<file path="config.mk">
export PLATFORM = sky130hd
export DESIGN_NAME = wpf_device_flat
export DESIGN_NICKNAME = d
export VERILOG_FILES = /design/src/shared/wpf_pkg.sv /design/src/shared/wpf_if.sv /design/src/rtl/wpf_device.sv /design/src/flat_wrapper.sv
export VERILOG_INCLUDE_DIRS = /design/src /design/src/shared
export SDC_FILE = /design/constraint.sdc
export NUM_CORES = 1
export LEC_CHECK = 0
export BUFFER_PORTS_ARGS = -buffer_cell sky130_fd_sc_hd__buf_2
export CAP_MARGIN = 10
export CORE_MARGIN = 8
export CORE_UTILIZATION = 35
export CTS_CLUSTER_SIZE = 8
export DETAILED_ROUTE_END_ITERATION = 7
export HOLD_SLACK_MARGIN = 0.15
export PLACE_DENSITY = 0.67
export SLEW_MARGIN = 20
export SYNTH_ARGS = -nofsm -noshare
export SYNTH_HDL_FRONTEND = slang
export SYNTH_SLANG_ARGS = --single-unit
</file>
<file path="constraint.sdc">
create_clock -name ref_clk -period 2.19 [get_ports ref_clk]
set_input_delay 0 -clock ref_clk [delete_from_list [all_inputs] [get_ports ref_clk]]
set_output_delay 0 -clock ref_clk [all_outputs]
set_load 0.005 [all_outputs]
</file>
<file path="src/shared/wpf_cfg.svh">
// Constants for the write-port flag control block.
`ifndef WPF_CFG_SVH
`define WPF_CFG_SVH
`define WPF_ADDR_W 8
`define WPF_DEV_ID_W 3
`define WPF_QUEUE_W 5
`define WPF_WORD_W 8
`define WPF_NUM_WORDS 4
`define WPF_WORD_SEL_W 2
`define WPF_FLAG_DELAY 3
`define WPF_NUM_QUEUES 32
`define WPF_MODE_POLLED 1'b1
`endif

</file>
<file path="src/shared/wpf_pkg.sv">
// Types shared by both ends of the write-port flag link.
`include "wpf_cfg.svh"
package wpf_pkg;
  typedef logic [`WPF_ADDR_W-1:0] wpf_addr_t;
  typedef logic [`WPF_WORD_W-1:0] wpf_word_t;
  typedef logic [`WPF_DEV_ID_W-1:0] wpf_dev_t;
  typedef enum logic [1:0] {
    WPF_SEL_IDLE = 2'b00,
    WPF_SEL_WAIT = 2'b01,
    WPF_SEL_LIVE = 2'b11
  } wpf_sel_e;
endpackage : wpf_pkg

</file>
<file path="src/shared/wpf_if.sv">
// Interface joining the writer and the flag control device.
`timescale 1ns/100ps
interface wpf_if;
  import wpf_pkg::*;
  wpf_addr_t write_queue_select_bus;
  logic write_select_enable;
  logic write_en;
  logic flag_bus_mode_select;
  logic almost_full_bus_strobe;
  logic queue_full_flag_o;
  logic queue_full_flag_oe_n;
  wpf_word_t almost_full_status_bus;
  logic almost_full_sync_pulse;
  logic serial_program_done;
  modport device (
    input write_queue_select_bus, write_select_enable, write_en, flag_bus_mode_select,
    input almost_full_bus_strobe,
    output queue_full_flag_o, queue_full_flag_oe_n, almost_full_status_bus,
    output almost_full_sync_pulse, serial_program_done
  );
  modport host (
    output write_queue_select_bus, write_select_enable, write_en, flag_bus_mode_select,
    output almost_full_bus_strobe,
    input queue_full_flag_o, queue_full_flag_oe_n, almost_full_status_bus,
    input almost_full_sync_pulse, serial_program_done
  );
endinterface : wpf_if

</file>
<file path="src/rtl/wpf_device.sv">
// Device end: full flag per selected write queue and almost-full status bus.
//
// Overview of operation
// - Drive full flag of selected write queue.
// - Flag shows new queue from third cycle.
// - Writer writes next cycle only if flag high.
// - Full flag tristates; eight devices share it.
// - Only selected device drives shared flag line.
// - Flag leaves high impedance next cycle.
// - Full flag changes only on write clock.
// - Latch mode at reset: high polled.
// - Mode input stable from before reset.
// - Direct: strobe selects addressed status word.
// - Polled mode: strobe held low.
// - Strobe only after programming done low.
// - Polled: cycle four words, wrap on fifth.
// - Sync high while first word shown.
`timescale 1ns/100ps
`include "wpf_cfg.svh"
module wpf_device #(
  parameter logic [`WPF_DEV_ID_W-1:0] DEV_ID = 3'h0
) (
  input wire logic ref_clk,
  input wire logic rst,
  wpf_if.device link,
  input wire logic prog_done,
  input wire logic [`WPF_NUM_QUEUES-1:0] queue_full,
  input wire logic [`WPF_NUM_QUEUES-1:0] queue_almost_full,
  output logic write_accept,
  output logic [`WPF_QUEUE_W-1:0] write_queue
);
  import wpf_pkg::*;

  // Selection timing, seen from the write port:
  //   cycle 0: the writer raises write_select_enable with device and queue on the bus.
  //   cycle 1: the owning device starts to drive the flag line, still held low.
  //   cycle 2: the flag is still held low while the new queue's status is fetched.
  //   cycle 3: the flag shows whether the selected queue can take another word.
  // Holding the flag low while it settles costs two write cycles on every change of
  // queue, but a writer that trusts the flag can never write into a full queue.
  // The upper select bits name the device, so only one device on a shared flag line
  // takes ownership, and every other device lets go of the line on the same edge.

  // Mode and programming state.
  logic mode_reg;
  logic mode_next;
  logic prog_reg;
  logic prog_next;

  // Selection state and the full flag.
  wpf_sel_e sel_reg;
  wpf_sel_e sel_next;
  logic [1:0] dly_reg;
  logic [1:0] dly_next;
  logic own_reg;
  logic own_next;
  logic [`WPF_QUEUE_W-1:0] q_reg;
  logic [`WPF_QUEUE_W-1:0] q_next;
  logic ff_reg;
  logic ff_next;
  logic sel_hit;

  // Almost-full status bus state.
  logic [`WPF_WORD_SEL_W-1:0] word_reg;
  logic [`WPF_WORD_SEL_W-1:0] word_next;
  wpf_word_t bus_reg;
  wpf_word_t bus_next;
  logic sync_reg;
  logic sync_next;
  logic [`WPF_WORD_SEL_W-1:0] load_word;
  wpf_word_t status_word [`WPF_NUM_WORDS];

  // The device owns the flag line when the upper select bits carry its identity.
  assign sel_hit = link.write_queue_select_bus[`WPF_ADDR_W-1 -: `WPF_DEV_ID_W] == DEV_ID;

  // The mode stays as latched at reset; programming done is sticky once seen.
  always_comb begin
    mode_next = mode_reg;
    prog_next = prog_reg | prog_done;
  end

  // The mode is caught by the clock while reset is held, so the pin must settle first.
  always_ff @(posedge ref_clk) begin
    if (rst) begin
      mode_reg <= link.flag_bus_mode_select;
      prog_reg <= 1'b0;
    end else begin
      mode_reg <= mode_next;
      prog_reg <= prog_next;
    end
  end

  // Selection tracking and the full flag; the flag is forced low while the new queue settles.
  always_comb begin
    sel_next = sel_reg;
    dly_next = dly_reg;
    own_next = own_reg;
    q_next = q_reg;
    ff_next = ff_reg;
    if (link.write_select_enable) begin
      own_next = sel_hit;
      q_next = link.write_queue_select_bus[`WPF_QUEUE_W-1:0];
      sel_next = WPF_SEL_WAIT;
      dly_next = 2'(`WPF_FLAG_DELAY - 2);
      ff_next = 1'b0; // Safe until the new status arrives.
    end else begin
      case (sel_reg)
        WPF_SEL_IDLE: begin
          ff_next = 1'b0; // Nothing selected yet, so nothing may be written.
        end
        WPF_SEL_WAIT: begin
          // Count down the settling cycles before the status is shown.
          if (dly_reg == 2'h0) begin
            sel_next = WPF_SEL_LIVE;
            ff_next = ~queue_full[q_reg];
          end else begin
            dly_next = dly_reg - 2'h1;
          end
        end
        WPF_SEL_LIVE: begin
          // Follow the queue while it stays selected, so a full queue drops the flag.
          ff_next = ~queue_full[q_reg];
        end
        default: begin
          ff_next = 1'b0;
        end
      endcase
    end
  end

  // Selection registers; after reset no device drives the flag line, and the flag
  // reads as full until a queue is selected.
  always_ff @(posedge ref_clk) begin
    if (rst) begin
      sel_reg <= WPF_SEL_IDLE;
      dly_reg <= 2'h0;
      own_reg <= 1'b0;
      q_reg <= 5'h00;
      ff_reg <= 1'b0;
    end else begin
      sel_reg <= sel_next;
      dly_reg <= dly_next;
      own_reg <= own_next;
      q_reg <= q_next;
      ff_reg <= ff_next;
    end
  end

  // Status word k carries the almost-full bits of queues 8k to 8k+7.
  for (genvar k = 0; k < `WPF_NUM_WORDS; k++) begin : g_word
    assign status_word[k] = queue_almost_full[k*`WPF_WORD_W +: `WPF_WORD_W];
  end

  // Polled timing: the first edge after reset loads word 0 with the sync output high,
  // the next three edges load words 1 to 3 with sync low, and the fifth edge loads
  // word 0 again. In direct mode the bus keeps the last word that a strobe selected,
  // and the sync output stays low.
  // Limitation: the bus shows the almost-full inputs one edge late, and in direct mode
  // a word is not refreshed until the next strobe.
  // Almost-full status bus: polled rotation or strobe-addressed word.
  // A strobe that comes before programming has finished is dropped, so no word of
  // unprogrammed queues can be latched onto the bus in direct mode.
  always_comb begin
    word_next = word_reg;
    bus_next = bus_reg;
    sync_next = 1'b0;
    load_word = word_reg;
    if (mode_reg == `WPF_MODE_POLLED) begin
      // Polled: one word per edge, wrapping after the last word.
      word_next = word_reg + 2'h1;
      bus_next = status_word[load_word];
      sync_next = (load_word == 2'h0);
    end else if (link.almost_full_bus_strobe && prog_reg) begin
      // Direct: the strobe latches the word addressed by the low select bits.
      load_word = link.write_queue_select_bus[`WPF_WORD_SEL_W-1:0];
      bus_next = status_word[load_word];
    end
  end

  // Status bus registers.
  always_ff @(posedge ref_clk) begin
    if (rst) begin
      word_reg <= 2'h0;
      bus_reg <= 8'h00;
      sync_reg <= 1'b0;
    end else begin
      word_reg <= word_next;
      bus_reg <= bus_next;
      sync_reg <= sync_next;
    end
  end

  // Flag line drive; the output enable is low only while this device owns the line.
  assign link.queue_full_flag_o = ff_reg;
  assign link.queue_full_flag_oe_n = ~own_reg;

  // Status outputs come straight from their registers.
  assign link.almost_full_status_bus = bus_reg;
  assign link.almost_full_sync_pulse = sync_reg;

  // Programming done is shown active low, as the writer expects.
  assign link.serial_program_done = ~prog_reg;

  // Writes are dropped while the flag is low, guarding queues from a careless writer.
  assign write_accept = link.write_en & ff_reg & own_reg;
  assign write_queue = q_reg;
endmodule : wpf_device

</file>
<file path="src/flat_wrapper.sv">
// flat-port wrapper written by rule: the top's interface ports become plain ports
module wpf_device_flat import wpf_pkg::*;
#(
  parameter logic [`WPF_DEV_ID_W-1:0] DEV_ID = 3'h0
)
  (ref_clk, rst, prog_done, queue_full, queue_almost_full, write_accept, write_queue, link_write_queue_select_bus, link_write_select_enable, link_write_en, link_flag_bus_mode_select, link_almost_full_bus_strobe, link_queue_full_flag_o, link_queue_full_flag_oe_n, link_almost_full_status_bus, link_almost_full_sync_pulse, link_serial_program_done);
  wpf_if link_i ();
  input wire logic ref_clk;
  input wire logic rst;
  input wire logic prog_done;
  input wire logic [`WPF_NUM_QUEUES-1:0] queue_full;
  input wire logic [`WPF_NUM_QUEUES-1:0] queue_almost_full;
  output logic write_accept;
  output logic [`WPF_QUEUE_W-1:0] write_queue;
  input wire logic [$bits(link_i.write_queue_select_bus)-1:0] link_write_queue_select_bus;
  input wire logic [$bits(link_i.write_select_enable)-1:0] link_write_select_enable;
  input wire logic [$bits(link_i.write_en)-1:0] link_write_en;
  input wire logic [$bits(link_i.flag_bus_mode_select)-1:0] link_flag_bus_mode_select;
  input wire logic [$bits(link_i.almost_full_bus_strobe)-1:0] link_almost_full_bus_strobe;
  output wire logic [$bits(link_i.queue_full_flag_o)-1:0] link_queue_full_flag_o;
  output wire logic [$bits(link_i.queue_full_flag_oe_n)-1:0] link_queue_full_flag_oe_n;
  output wire logic [$bits(link_i.almost_full_status_bus)-1:0] link_almost_full_status_bus;
  output wire logic [$bits(link_i.almost_full_sync_pulse)-1:0] link_almost_full_sync_pulse;
  output wire logic [$bits(link_i.serial_program_done)-1:0] link_serial_program_done;
  assign link_i.write_queue_select_bus = link_write_queue_select_bus;
  assign link_i.write_select_enable = link_write_select_enable;
  assign link_i.write_en = link_write_en;
  assign link_i.flag_bus_mode_select = link_flag_bus_mode_select;
  assign link_i.almost_full_bus_strobe = link_almost_full_bus_strobe;
  assign link_queue_full_flag_o = link_i.queue_full_flag_o;
  assign link_queue_full_flag_oe_n = link_i.queue_full_flag_oe_n;
  assign link_almost_full_status_bus = link_i.almost_full_status_bus;
  assign link_almost_full_sync_pulse = link_i.almost_full_sync_pulse;
  assign link_serial_program_done = link_i.serial_program_done;
  wpf_device #(.DEV_ID(DEV_ID)) u_core (.ref_clk(ref_clk), .rst(rst), .link(link_i), .prog_done(prog_done), .queue_full(queue_full), .queue_almost_full(queue_almost_full), .write_accept(write_accept), .write_queue(write_queue));
endmodule
</file>
==> Word-level counts from Yosys, hierarchy flattened <==
Index checks and enable logic that the tools add are counted.
Widths: inputs -> output; s select.
{ "word_totals": {"register_bits": 24, "inputBits": 79, "output_inout_bits": 18, "elab_cells": 62} }
{ "classes": {"n_addsub": 2, "order_cmp": 3, "eq_ne": 4, "muxes": 18, "bitwise": 10, "n_reduce_logical": 13} }
{ "ops": {"columns": ["cell", "count"], "rows": [
  ["$mux 8", 6],
  ["$bmux 8 s2", 2],
  ["$mux 1", 8],
  ["$reduce_and 2->1", 4],
  ["$ge 3x3->1 const B", 2],
  ["$lt 5x6->1 const B", 1],
  ["$not 2->3", 2],
  ["$reduce_bool 2->1", 3],
  ["$bmux 1 s5", 1],
  ["$not 1->1", 5],
  ["$logic_not 2->1", 2],
  ["$reduce_or 2->1", 2],
  ["$logic_not 3->1", 1],
  ["$add 2x1->2 const B", 1],
  ["$and 1x1->1", 2],
  ["$eq 2x1->1 const B", 1],
  ["$eq 2x2->1 const B", 1],
  ["$ne 2x1->1 const B", 1],
  ["$ne 2x2->1 const B", 1],
  ["$pmux 1 s2", 1],
  ["$sub 2x1->2 const B", 1],
  ["$logic_and 1x1->1", 1],
  ["$or 1x1->1", 1]
]} }

==> Depth between registers and ports, before layout <==
Gate-level depths: netlist of run 1.
{ "logic_depth": {"word_depth": 6, "mapped_depth": 7, "mapped_depth_nobuf": 7} }

==> Worst setup path after synthesis of run 1 <==
No wires, ideal clock.
{ "synth_path": {"kind": "reg2reg", "startpoint": "reg u_core.q_reg[0] (netlist: u_core.write_queue[0])", "endpoint": "reg u_core.ff_reg (netlist: u_core.link.queue_full_flag_o)", "setup_ns": 0.070, "arrival_ns": 1.532, "required_ns": 2.120, "setup_slack_ns": 0.588, "stages_incl_launch_ff": 7, "path_buffers": 1, "period_less_slack_ns": 1.602, "cell_sequence": "dfxtp_1 -> buf_6 -> mux4_2 -> mux2_2 -> a21oi_2 -> o21ai_1 -> a21oi_1"} }
{ "synth_between": {"elab_chain_cells": 5} }
{ "synth_lines": {"columns": ["item", "line", "rtl"], "rows": [
  ["from (decl)", "wpf_device.sv:57", "logic [`WPF_QUEUE_W-1:0] q_reg;"],
  ["from (signal assigned)", "wpf_device.sv:144", "q_reg <= q_next;"],
  ["$bmux 1 s5 *", "wpf_device.sv:115, wpf_device.sv:122", null],
  ["$mux 1 (implied by the code) *", "wpf_device.sv:115, wpf_device.sv:122", null],
  ["$not 1->1 *", "wpf_device.sv:115, wpf_device.sv:122", null],
  ["$mux 1", "wpf_device.sv:113", "if (dly_reg == 2'h0) begin"],
  ["$pmux 1 s2 *", "wpf_device.sv:107", "case (sel_reg)"],
  ["to (signal assigned)", "wpf_device.sv:145", "ff_reg <= ff_next;"],
  ["to (decl)", "wpf_device.sv:59", "logic ff_reg;"]
]} }
Mark *: on every way between the ends. The rest lies on a longest branch, timed or not. The select of a mux whose other input is x is not followed.
A chain may end at the register's enable or synchronous reset.

==> Worst setup path in the final report of run 1 <==
Ends and elaborated chain as after synthesis.

==> results of run 1 <==
[synth_stat cells]
cell,count,area (um2)
a2111oi_0,1,8.76
a21o_1,1,7.51
a21oi_1,19,95.1
a21oi_2,1,8.76
a31oi_1,1,6.26
and2_1,2,12.5
and3_1,1,6.26
and3b_1,1,8.76
buf_1,1,3.75
buf_2,3,15.0
buf_6,1,11.3
clkbuf_1,8,30.0
clkinv_1,1,3.75
dfxtp_1,23,460
edfxtp_1,1,30.0
ha_1,2,25.0
inv_1,7,26.3
mux2_1,1,11.3
mux2_2,1,11.3
mux2i_1,9,90.1
mux4_1,3,78.8
mux4_2,20,450
nand2_1,9,33.8
nand3_1,9,45.0
nor2_1,25,93.8
nor3_1,2,10.0
o211ai_1,1,7.51
o21ai_1,1,5.00
o311ai_0,1,8.76
o31ai_1,1,7.51
or3_1,1,6.26
xnor2_1,2,17.5
[layout make-up]
type	instances	area [um2]	share of cell area (%)
multi-input combinational	115	1060	46.4
sequential	24	490	21.6
tap	54	67.6	2.97
clock buffer	4	55.1	2.42
inverter	8	30.0	1.32
timing repair buffer	106	576	25.3
[how the worst max path moves through the flow]
stage                     cells after the start                   from  slack [ns]                       endpoint
after floorplan                               6  u_core.write_queue[0]        0.59  u_core.link.queue_full_flag_o
after global placement                        5  u_core.write_queue[0]        0.35  u_core.link.queue_full_flag_o
after detailed placement                      5  u_core.write_queue[0]        0.29  u_core.link.queue_full_flag_o
after CTS                                     5  u_core.write_queue[0]        0.26  u_core.link.queue_full_flag_o
after global routing                          5  u_core.write_queue[0]        0.17  u_core.link.queue_full_flag_o
final                                         5  u_core.write_queue[0]        0.30  u_core.link.queue_full_flag_o
[cells by family after synthesis]
kind of cell | Yosys count | synth area share [%]
AND/OR/NAND/NOR | 50 | 13.2
AO/OA/AOI/OAI | 27 | 9.48
multiplexers | 34 | 39.2
XOR/XNOR | 2 | 1.07
buffers and inverters | 21 | 5.50
adder cells (fa/ha/maj) | 2 | 1.53
flip-flops | 24 | 30.0
[worst max-delay path: cells and delay by family, from the launching register on]
| family | cells | cell delay [ns] |
|---|---|---|
| flops | 1 | 0.67 |
| compound gates | 3 | 0.31 |
| mux | 2 | 0.85 |
[per-stage QoR]
step           power, mW  area (um2)  setup WS [ns]  instances
3_5_place_dp       0.870        2140          0.290        299
6_report            1.17        2270          0.299        311
3_3_place_gp       0.860        2140          0.348        299
4_1_cts             1.18        2270          0.265        311
5_1_grt             1.25        2270          0.170        311
2_1_floorplan      0.736        1640          0.588        160
[power by group through the flow]
stage                     Sequential [mW]  Combinational, mW  Clock, mW
after floorplan                     0.503              0.233          0
after global placement              0.530              0.330          0
after detailed placement            0.533              0.338          0
after CTS                           0.523              0.349      0.311
after global routing                0.530              0.384      0.337
final                               0.522              0.344      0.302
[repair_timing]
action                    CTS  global route
hold buffers                8             0
hold endpoints to repair   10             0
buffers inserted            0             0
[routing by layer]
layer | vias up | wire (um) | track usage [%]
met5 | - | 0 | 0
met4 | 0 | 81 | 5.02
met3 | 7 | 209 | 2.44
met2 | 40 | 2610 | 25.4
met1 | 752 | 1960 | 15.1
li1 | 792 | - | -
==> summary.md, run 1 <==
| Metric | Value |
|---|---|
| Final Hold Viols | 0 |
| Core area | between 0.004 and 0.005 mm2 |
| Synth cell types | 32 |
| Initial core utilization | 35.4% |
| Hold endpoint | u_core.dly_reg[0] |
| PortBufs | 96 |
| Clk sink count | 24 |
| Initial DRT Pass Iterations | 4 |
| Clk network pwr share | approximately a quarter |
| Commonest non-fill, non-tap cell in the layout | buf_2 |
| Int Power | between 800 and 900 uW |
| Die H | between 80 and 90 um |
| Sw frac | ~27% |
| FP Rows | 25 |
| Yosys reg bits | 24 |
| Post-route clock period utilization | a little under nine tenths |
| Setup TNS | 0 ns |
| Total CTS buffers | 3 |
| Root Buffer | clkbuf_8 |
| Longest Clk Path Bufs | 2 |
| Yosys warnings | 0 |
| Max incr delay on CP | 0.67 ns |
| Crit path cell chain | mux4_2 -> mux2_2 -> a21oi_2 -> o21ai_1 -> a21oi_1 |
| Post-synthesis sequential area ratio | 30.0% |
| Max FFs per register | 8 |
| Most frequent cells in the layout | buf_2 (96), nor2_1 (25), dfxtp_1 (23), mux4_2 (20), a21oi_1 (19) |
| CTS resizes | 0 |
| R2r setup slk | 0.30 ns |
| Final setup viols | 0 |
| Reg2Reg Depth | 5 |
| Worst slew margin | 57.5% |
| CTS tree | done |
| Sw power | around 320 uW |
| Critical Path End Type | flip-flop |
| Largest net degree at the start of global routing | 25 |
| Hold Crit Depth | 2 |
| RSZ-0062 raised after global routing | false |
| Skew final | 0.00284 ns |
| Post-Route WL | between 4 and 5 mm |
| Critical-path top delay cell | dfxtp_1 |
| Combinational power share | approximately 30% |
| Antenna cell count | 0 |
| Vias/cell | just over 5 |
| I/O pins | between 90 and 100 |
| Critical path start-end classification | flip-flop to flip-flop |
| Worst Max-Slew Pin Slew | between 0.6 and 0.7 ns |
| Clock Latency Late Sink | roughly 0.27 ns |
| Worst Path Max Fanout | 11 |
| Minimum clock period | 1.89 ns |
| Share of cells above drive strength 1 | between 40 and 50% |
| GRT Total Usage | between 10% and 20% |
| HPWL after DPL | just under 4 mm |
| Global-route wire length before repair | 7.89 mm |
| Avg WL per Cell | between 15 and 20 um |
| Crit path arrival time | 2.10 ns |
| Reg2reg start | u_core.write_queue[0] |
| Worst Path Required | 2.40 ns |
| CTS H-tree depth | 1 |
| Post-synthesis average cell area | around 10 um2 |
| # Max-Cap Violations | 0 |
| R2r endpoint | u_core.link.queue_full_flag_o |
| Sequential Power Share | 44.7% |
| Number of max-slew violations in the final report | 0 |
| DR DRC count | 0 |
| Status | completed |
| Hold_ws | 0.148 ns |
| Vias in the first global route | 1697 |
| Final core occ | roughly half |
| Worst setup SP type | flip-flop |
| Max VDD drop | ~0.00020 V |
| Post-Synthesis Net Count | about 240 |
| Worst min-delay path category | primary input to flip-flop |
| DR vias | around 1600 |
| Clock transition at path regs | approximately 0.080 ns |
| PwrDens | 514 mW/mm2 |
| GPL Wtd Cong | 0.761 |
| Hold wc startpoint | rst |
| Post-Syn Instances | 160 |
| Max Clk Rate | 0.529 GHz |
| Die area | 0.00712 mm2 |
| Final ANT Viol Nets | 0 |
| Die Span X | around 84 um |
| Initial antenna violation count | 0 |
| P&R area growth vs syn | 39.0% |
| First DRT Iteration DRCs | ~120 |
| Filler cells | between 400 and 500 |
| GRT overflow | 0 |
| Final layout net count | around 340 |
| Post-Syn Area | around 0.0016 mm2 |
| Leakage power | 1.04 nW |
Power figures use the tool's default switching activity.
==> run 2, diff against run 1 <==
Settings changed: CORE_MARGIN 8 to not set, SETUP_SLACK_MARGIN set to 0.3.
==> run 2 against run 1 <==
Effect of this change:
- utilization rose by 3.8 points
- wire length fell by 10%
- register-to-register slack improved by 0.21 ns
- clock power rose by 33%
- non-clock buffer count rose by 4
- via count rose by 1.4%
- largest power group unchanged
==> summary.md, run 2 (synthesis results as in run 1) <==
| Metric | Value |
|---|---|
| Int Power | 944 uW (was 848 uW) |
| Final ANT Viol Nets | 0 (unchanged) |
| DP Area | 0.00216 mm2 (was 0.00214 mm2) |
| Combinational power share | 28.3% (was 29.5%) |
| Worst Path Max Fanout | 6 (was 11) |
| Sequential cell area | 492 um2 (was 490 um2) |
| R2r setup slk | 0.51 ns (was 0.30 ns) |
| Final setup viols | 0 (unchanged) |
| # Max-Cap Violations | 0 (unchanged) |
| Filler cells | 401 (was 461) |
| Critical path start-end classification | flip-flop to flip-flop (unchanged) |
| Initial antenna violation count | 0 (unchanged) |
| Max VDD drop | 0.000278 V (was 0.000204 V) |
| Largest net degree at the start of global routing | 25 (unchanged) |
| Most frequent cells in the layout | buf_2 (96), nor2_1 (25), dfxtp_1 (22), mux4_2 (20), a21oi_1 (19) (was buf_2 (96), nor2_1 (25), dfxtp_1 (23), mux4_2 (20), a21oi_1 (19)) |
| Commonest non-fill, non-tap cell in the layout | buf_2 (unchanged) |
| Final instance area | 0.00234 mm2 (was 0.00227 mm2) |
| Critical Path End Type | flip-flop (unchanged) |
| Final Hold Viols | 0 (unchanged) |
| Global-route wire length before repair | 7.17 mm (was 7.89 mm) |
| Clk sink count | 24 (unchanged) |
| Worst Max-Slew Pin Slew | 0.644 ns (was 0.638 ns) |
| Initial DRT Pass Iterations | 4 (unchanged) |
| Worst slew margin | 57.0% (was 57.5%) |
| Number of max-slew violations in the final report | 0 (unchanged) |
| Longest Clk Path Bufs | 2 (unchanged) |
| PwrDens | 549 mW/mm2 (was 514 mW/mm2) |
| Status | completed (unchanged) |
| Max Clk Rate | 0.596 GHz (was 0.529 GHz) |
| Clk network pwr share | 31.5% (was 25.8%) |
| Hold Crit Depth | 3 (was 2) |
| Critical Path End | u_core.link.queue_full_flag_o (unchanged) |
| Post-Route WL | 4.38 mm (was 4.86 mm) |
| First DRT Iteration DRCs | 77 (was 123) |
| R2r endpoint | u_core.link.queue_full_flag_o (unchanged) |
| Post-CTS Setup Inserts | 0 (unchanged) |
| Crit path arrival time | 1.89 ns (was 2.10 ns) |
| Total CTS buffers | 3 (unchanged) |
| Area of the multi-input gates | 0.00106 mm2 (unchanged) |
| Beginning of the critical path | u_core.write_queue[0] (unchanged) |
| Reg2reg start | u_core.write_queue[0] (unchanged) |
| Antenna cell count | 0 (unchanged) |
| Die area | 0.00495 mm2 (was 0.00712 mm2) |
| CTS tree | done (unchanged) |
| Clock transition at path regs | 0.09 ns (was 0.08 ns) |
| DR DRC count | 0 (unchanged) |
| Minimum clock period | 1.68 ns (was 1.89 ns) |
| FP Rows | 24 (was 25) |
| Die Span X | 70.4 um (was 84.4 um) |
| Root Buffer | clkbuf_8 (unchanged) |
| Sequential Power Share | 40.2% (was 44.7%) |
| Vias in the first global route | 1619 (was 1697) |
| Avg WL per Cell | 14.0 um (was 15.6 um) |
| I/O pins | 97 (unchanged) |
| RSZ-0062 raised after global routing | false (unchanged) |
| Vias/cell | 5.15 (was 5.12) |
| Die H | 70.4 um (was 84.4 um) |
| DR vias | 1613 (was 1591) |
| Core area | 0.00441 mm2 (was 0.00463 mm2) |
| HPWL after DPL | 3.41 mm (was 3.88 mm) |
| Max FFs per register | 8 (unchanged) |
| Setup TNS | 0 ns (unchanged) |
| Final worst slack | 0.511 ns (was 0.299 ns) |
| GPL Wtd Cong | 0.746 (was 0.761) |
| Final layout net count | 343 (was 339) |
| CTS H-tree depth | 1 (unchanged) |
| Share of cells above drive strength 1 | 48.7% (was 48.2%) |
| Leakage power | 1.07 nW (was 1.04 nW) |
| Hold_ws | 0.169 ns (was 0.148 ns) |
| Worst setup SP type | flip-flop (unchanged) |
| PortBufs | 96 (unchanged) |
| Placement Setup Slack | 0.427 ns (was 0.290 ns) |
| Clock Latency Late Sink | 0.27 ns (about the same) |
| Worst min-delay path category | primary input to flip-flop (unchanged) |
| GRT overflow | 0 (unchanged) |
| Initial core utilization | 37.1% (was 35.4%) |
| Post-route clock period utilization | 76.7% (was 86.3%) |
| GRT Total Usage | 18.2% (was 13.7%) |
| Skew final | 0.00371 ns (was 0.00284 ns) |
| Sw power | 339 uW (was 320 uW) |
| P&R area growth vs syn | 42.8% (was 39.0%) |
| Worst Path Required | 2.41 ns (was 2.40 ns) |
| Reg2Reg Depth | 6 (was 5) |
| Sw frac | 26.4% (was 27.4%) |
run 2: timing repair:
item,CTS,global route
hold buffers,10,0
gates resized for setup,0,1
setup endpoints to repair,0,1
endpoints found under the hold margin,11,0
run 2: how the worst min path moves through the flow:
stage	slack, ns	from	end
global placement	0.19	link_flag_bus_mode_select	u_core.mode_next
detailed placement	0.18	link_flag_bus_mode_select	u_core.mode_next
global route	0.18	link_write_queue_select_bus[1]	u_core.write_queue[1]
finish	0.17	link_write_queue_select_bus[1]	u_core.write_queue[1]
CTS	0.15	link_write_queue_select_bus[1]	u_core.write_queue[1]
floorplan	0.09	rst	u_core.dly_reg[1]
run 2: worst max-delay path, cell delays in order, from the launching register on:
cell and delay (ns):
dfxtp_2 0.41, buf_4 0.18, mux4_2 0.50, and2_1 0.17
a31oi_1 0.13, o31ai_1 0.09, a21oi_1 0.13
run 2: stage by stage:
stage / util (%) / total power [mW] / std cells
detailed placement: 49.0 / 0.879 / 299
CTS: 52.9 / 1.30 / 313
global placement: 49.0 / 0.870 / 299
floorplan: - / 0.736 / 160
finish: 52.9 / 1.28 / 313
global route: 52.9 / 1.35 / 313
run 2: layer usage:
layer | global-route usage, % | vias to the layer above | share of wire (%)
met5 | 0 | - | 0
met4 | 6.44 | 0 | 1.5
met3 | 2.02 | 5 | 3.5
met2 | 32.5 | 44 | 52
met1 | 22.5 | 763 | 43
li1 | - | 801 | -
run 2: power groups by stage:
| stage | Sequential [mW] | Clock [mW] | Combinational, mW |
|---|---|---|---|
| floorplan | 0.503 | 0 | 0.233 |
| global placement | 0.525 | 0 | 0.344 |
| detailed placement | 0.526 | 0 | 0.353 |
| CTS | 0.516 | 0.417 | 0.367 |
| global route | 0.522 | 0.431 | 0.402 |
| finish | 0.516 | 0.403 | 0.363 |
run 2: area by class of cell:
cell class                 instances  area share (%)
clock inverter                     1            1.28
tap                               52            2.78
timing repair buffer             110            26.7
clock buffer                       3            1.77
inverter                           8            1.28
sequential                        24            21.0
multi-input combinational        115            45.2
==> run 3, diff against run 2 <==
Settings changed: PLACE_DENSITY 0.67 to 0.69.
Clock period 2.19 ns to 1.4 ns, I/O delays scaled along.
==> run 3 against run 2 <==
Effect of this change:
- total power grew 67%
- die area stayed put
- utilization up 5.7 points
- wire length is 6.9% higher
- largest cell class unchanged
- the flow now finishes with violations (setup timing)
==> summary.md, run 3 (synthesis results as in run 1) <==
| Metric | Value |
|---|---|
| Final non-filler cell total | 328 (was 313) |
| Clock Latency Late Sink | 0.27 ns (about the same) |
| CTS tree | done (unchanged) |
| Crit path arrival time | 1.81 ns (was 1.89 ns) |
| Die H | 70.4 um (unchanged) |
| CP delay by family, top | multiplexers (unchanged) |
| Max Clk Rate | 0.625 GHz (was 0.596 GHz) |
| Die Span X | 70.4 um (unchanged) |
| Clock transition at path regs | 0.09 ns (about the same) |
| Share of cells above drive strength 1 | 59.4% (was 48.7%) |
| Final ANT Viol Nets | 0 (unchanged) |
| Max FFs per register | 8 (unchanged) |
| Final layout net count | 358 (was 343) |
| Longest Clk Path Bufs | 2 (unchanged) |
| Leakage power | 1.16 nW (was 1.07 nW) |
| First DRT Iteration DRCs | 38 (was 77) |
| Placement Setup Slack | -0.233 ns (was 0.427 ns) |
| P&R area growth vs syn | 58.2% (was 42.8%) |
| PortBufs | 96 (unchanged) |
| Worst Path Max Fanout | 3 (was 6) |
| Global-route wire length before repair | 7.52 mm (was 7.17 mm) |
| Worst Max-Slew Pin Slew | 0.470 ns (was 0.644 ns) |
| Post-Route WL | 4.68 mm (was 4.38 mm) |
| Core area | 0.00441 mm2 (unchanged) |
| DR DRC count | 0 (unchanged) |
| Int Power | 1.57 mW (was 944 uW) |
| Worst Path Required | 1.61 ns (was 2.41 ns) |
| Initial core utilization | 37.1% (unchanged) |
| DP Area | 0.00225 mm2 (was 0.00216 mm2) |
| Critical path start-end classification | flip-flop to flip-flop (unchanged) |
| Vias/cell | 5.17 (was 5.15) |
| Hold_ws | 0.151 ns (was 0.169 ns) |
| Commonest non-fill, non-tap cell in the layout | buf_2 (unchanged) |
| Root Buffer | clkbuf_8 (unchanged) |
| # Max-Cap Violations | 0 (unchanged) |
| Initial DRT Pass Iterations | 4 (unchanged) |
| Skew final | 0.00587 ns (was 0.00371 ns) |
| Critical path buffer and inverter count | 1 (unchanged) |
| Critical Path End Type | flip-flop (unchanged) |
| Largest net degree at the start of global routing | 25 (unchanged) |
| Worst slew margin | 68.7% (was 57.0%) |
| Vias in the first global route | 1711 (was 1619) |
| GRT overflow | 0 (unchanged) |
| Sw power | 573 uW (was 339 uW) |
| Worst min-delay path category | primary input to flip-flop (unchanged) |
| Antenna cell count | 0 (unchanged) |
| DR vias | 1697 (was 1613) |
| GPL Wtd Cong | 0.889 (was 0.746) |
| Number of max-slew violations in the final report | 0 (unchanged) |
| Critical-path top delay cell | mux4_2 (unchanged) |
| Failing checks | setup timing |
| FP Rows | 24 (unchanged) |
| R2r setup slk | -0.20 ns (was 0.51 ns) |
| CTS H-tree depth | 1 (unchanged) |
| Final setup viols | 1 (was 0) |
| Final instance area | 0.00259 mm2 (was 0.00234 mm2) |
| Clk sink count | 24 (unchanged) |
| Most frequent cells in the layout | buf_2 (97), nor2_1 (24), mux4_2 (22), dfxtp_1 (19) (was buf_2 (96), nor2_1 (25), dfxtp_1 (22), mux4_2 (20), a21oi_1 (19)) |
| Avg WL per Cell | 14.3 um (was 14.0 um) |
| Total CTS buffers | 3 (unchanged) |
| HPWL after DPL | 3.47 mm (was 3.41 mm) |
| Post-route clock period utilization | 114% (was 76.7%) |
| RSZ-0062 raised after global routing | true (was false) |
| Max incr delay on CP | 0.48 ns (was 0.50 ns) |
| Final worst slack | -0.201 ns (was 0.511 ns) |
| Placed Cells | 308 (was 299) |
| Minimum clock period | 1.60 ns (was 1.68 ns) |
| Crit path cell chain | buf_12 -> mux4_2 -> mux2_4 -> a21oi_2 -> o21ai_1 -> a21oi_1 (was buf_4 -> mux4_2 -> and2_1 -> a31oi_1 -> o31ai_1 -> a21oi_1) |
| Max VDD drop | 0.000361 V (was 0.000278 V) |
| I/O pins | 97 (unchanged) |
| Final Hold Viols | 0 (unchanged) |
| GRT Total Usage | 19.0% (was 18.2%) |
| Worst setup SP type | flip-flop (unchanged) |
| Clk network pwr share | 29.1% (was 31.5%) |
| Initial antenna violation count | 0 (unchanged) |
| Sequential Power Share | 36.5% (was 40.2%) |
| PwrDens | 828 mW/mm2 (was 549 mW/mm2) |
| Die area | 0.00495 mm2 (unchanged) |
| Combinational power share | 34.4% (was 28.3%) |
| Sw frac | 26.7% (was 26.4%) |
| Status | complete, but fails checks (was completed) |
-- run 3: tightest hold or removal path, stage by stage --
cell,delay (ns)
buf_2,0.18
mux2i_1,0.15
nor2_1,0.05
-- run 3: layout make-up --
class / instances / area [um2]
multi-input cells: 115 / 1130
repair buffers: 125 / 788
clock inverters: 1 / 30.0
well taps: 52 / 65.1
flip-flops and latches: 24 / 503
inverters: 8 / 32.5
fillers: 396 / 1830
clock buffers: 3 / 41.3
-- run 3: repair_timing --
| action | CTS | global route |
|---|---|---|
| pin swaps | 2 | 3 |
| endpoints found under the setup margin | 12 | 12 |
| gates resized for setup | 24 | 8 |
| hold endpoints to repair | 10 | 0 |
| hold buffers | 9 | 0 |
| gates cloned | 0 | 1 |
| setup buffers | 6 | 0 |
-- run 3: routing by layer --
layer / track usage [%] / part of all wire [%] / vias to the layer above
met3: 1.59 / 3.2 / 18
li1: - / - / 826
met2: 32.3 / 51 / 54
met1: 23.6 / 41 / 799
met4: 10.7 / 4.0 / 0
met5: 0 / 0 / -
-- run 3: path summary, 6_finish.rpt --
check                                                     from                            end  cells past startpoint
worst min register to register               u_core.sel_reg[0]              u_core.sel_reg[0]                      2
worst min-delay path            link_write_queue_select_bus[1]          u_core.write_queue[1]                      3
worst max-delay path                     u_core.write_queue[0]  u_core.link.queue_full_flag_o                      6
worst max register to register           u_core.write_queue[0]  u_core.link.queue_full_flag_o                      6
-- run 3: power groups by stage --
stage	Clock, mW	Combinational [mW]	Sequential [mW]
detailed placement	0	0.611	0.799
floorplan	0	0.376	0.790
finish	0.624	0.737	0.783
CTS	0.628	0.710	0.780
global route	0.659	0.807	0.790
global placement	0	0.601	0.798
-- run 3: stage by stage --
stage               util [%]  TNS [ns]  power (mW)
floorplan                  -    -0.173        1.17
global placement        51.0    -0.215        1.40
detailed placement      51.0    -0.233        1.41
CTS                     57.6    -0.188        2.12
global route            58.6    -0.328        2.26
finish                  58.6    -0.201        2.14
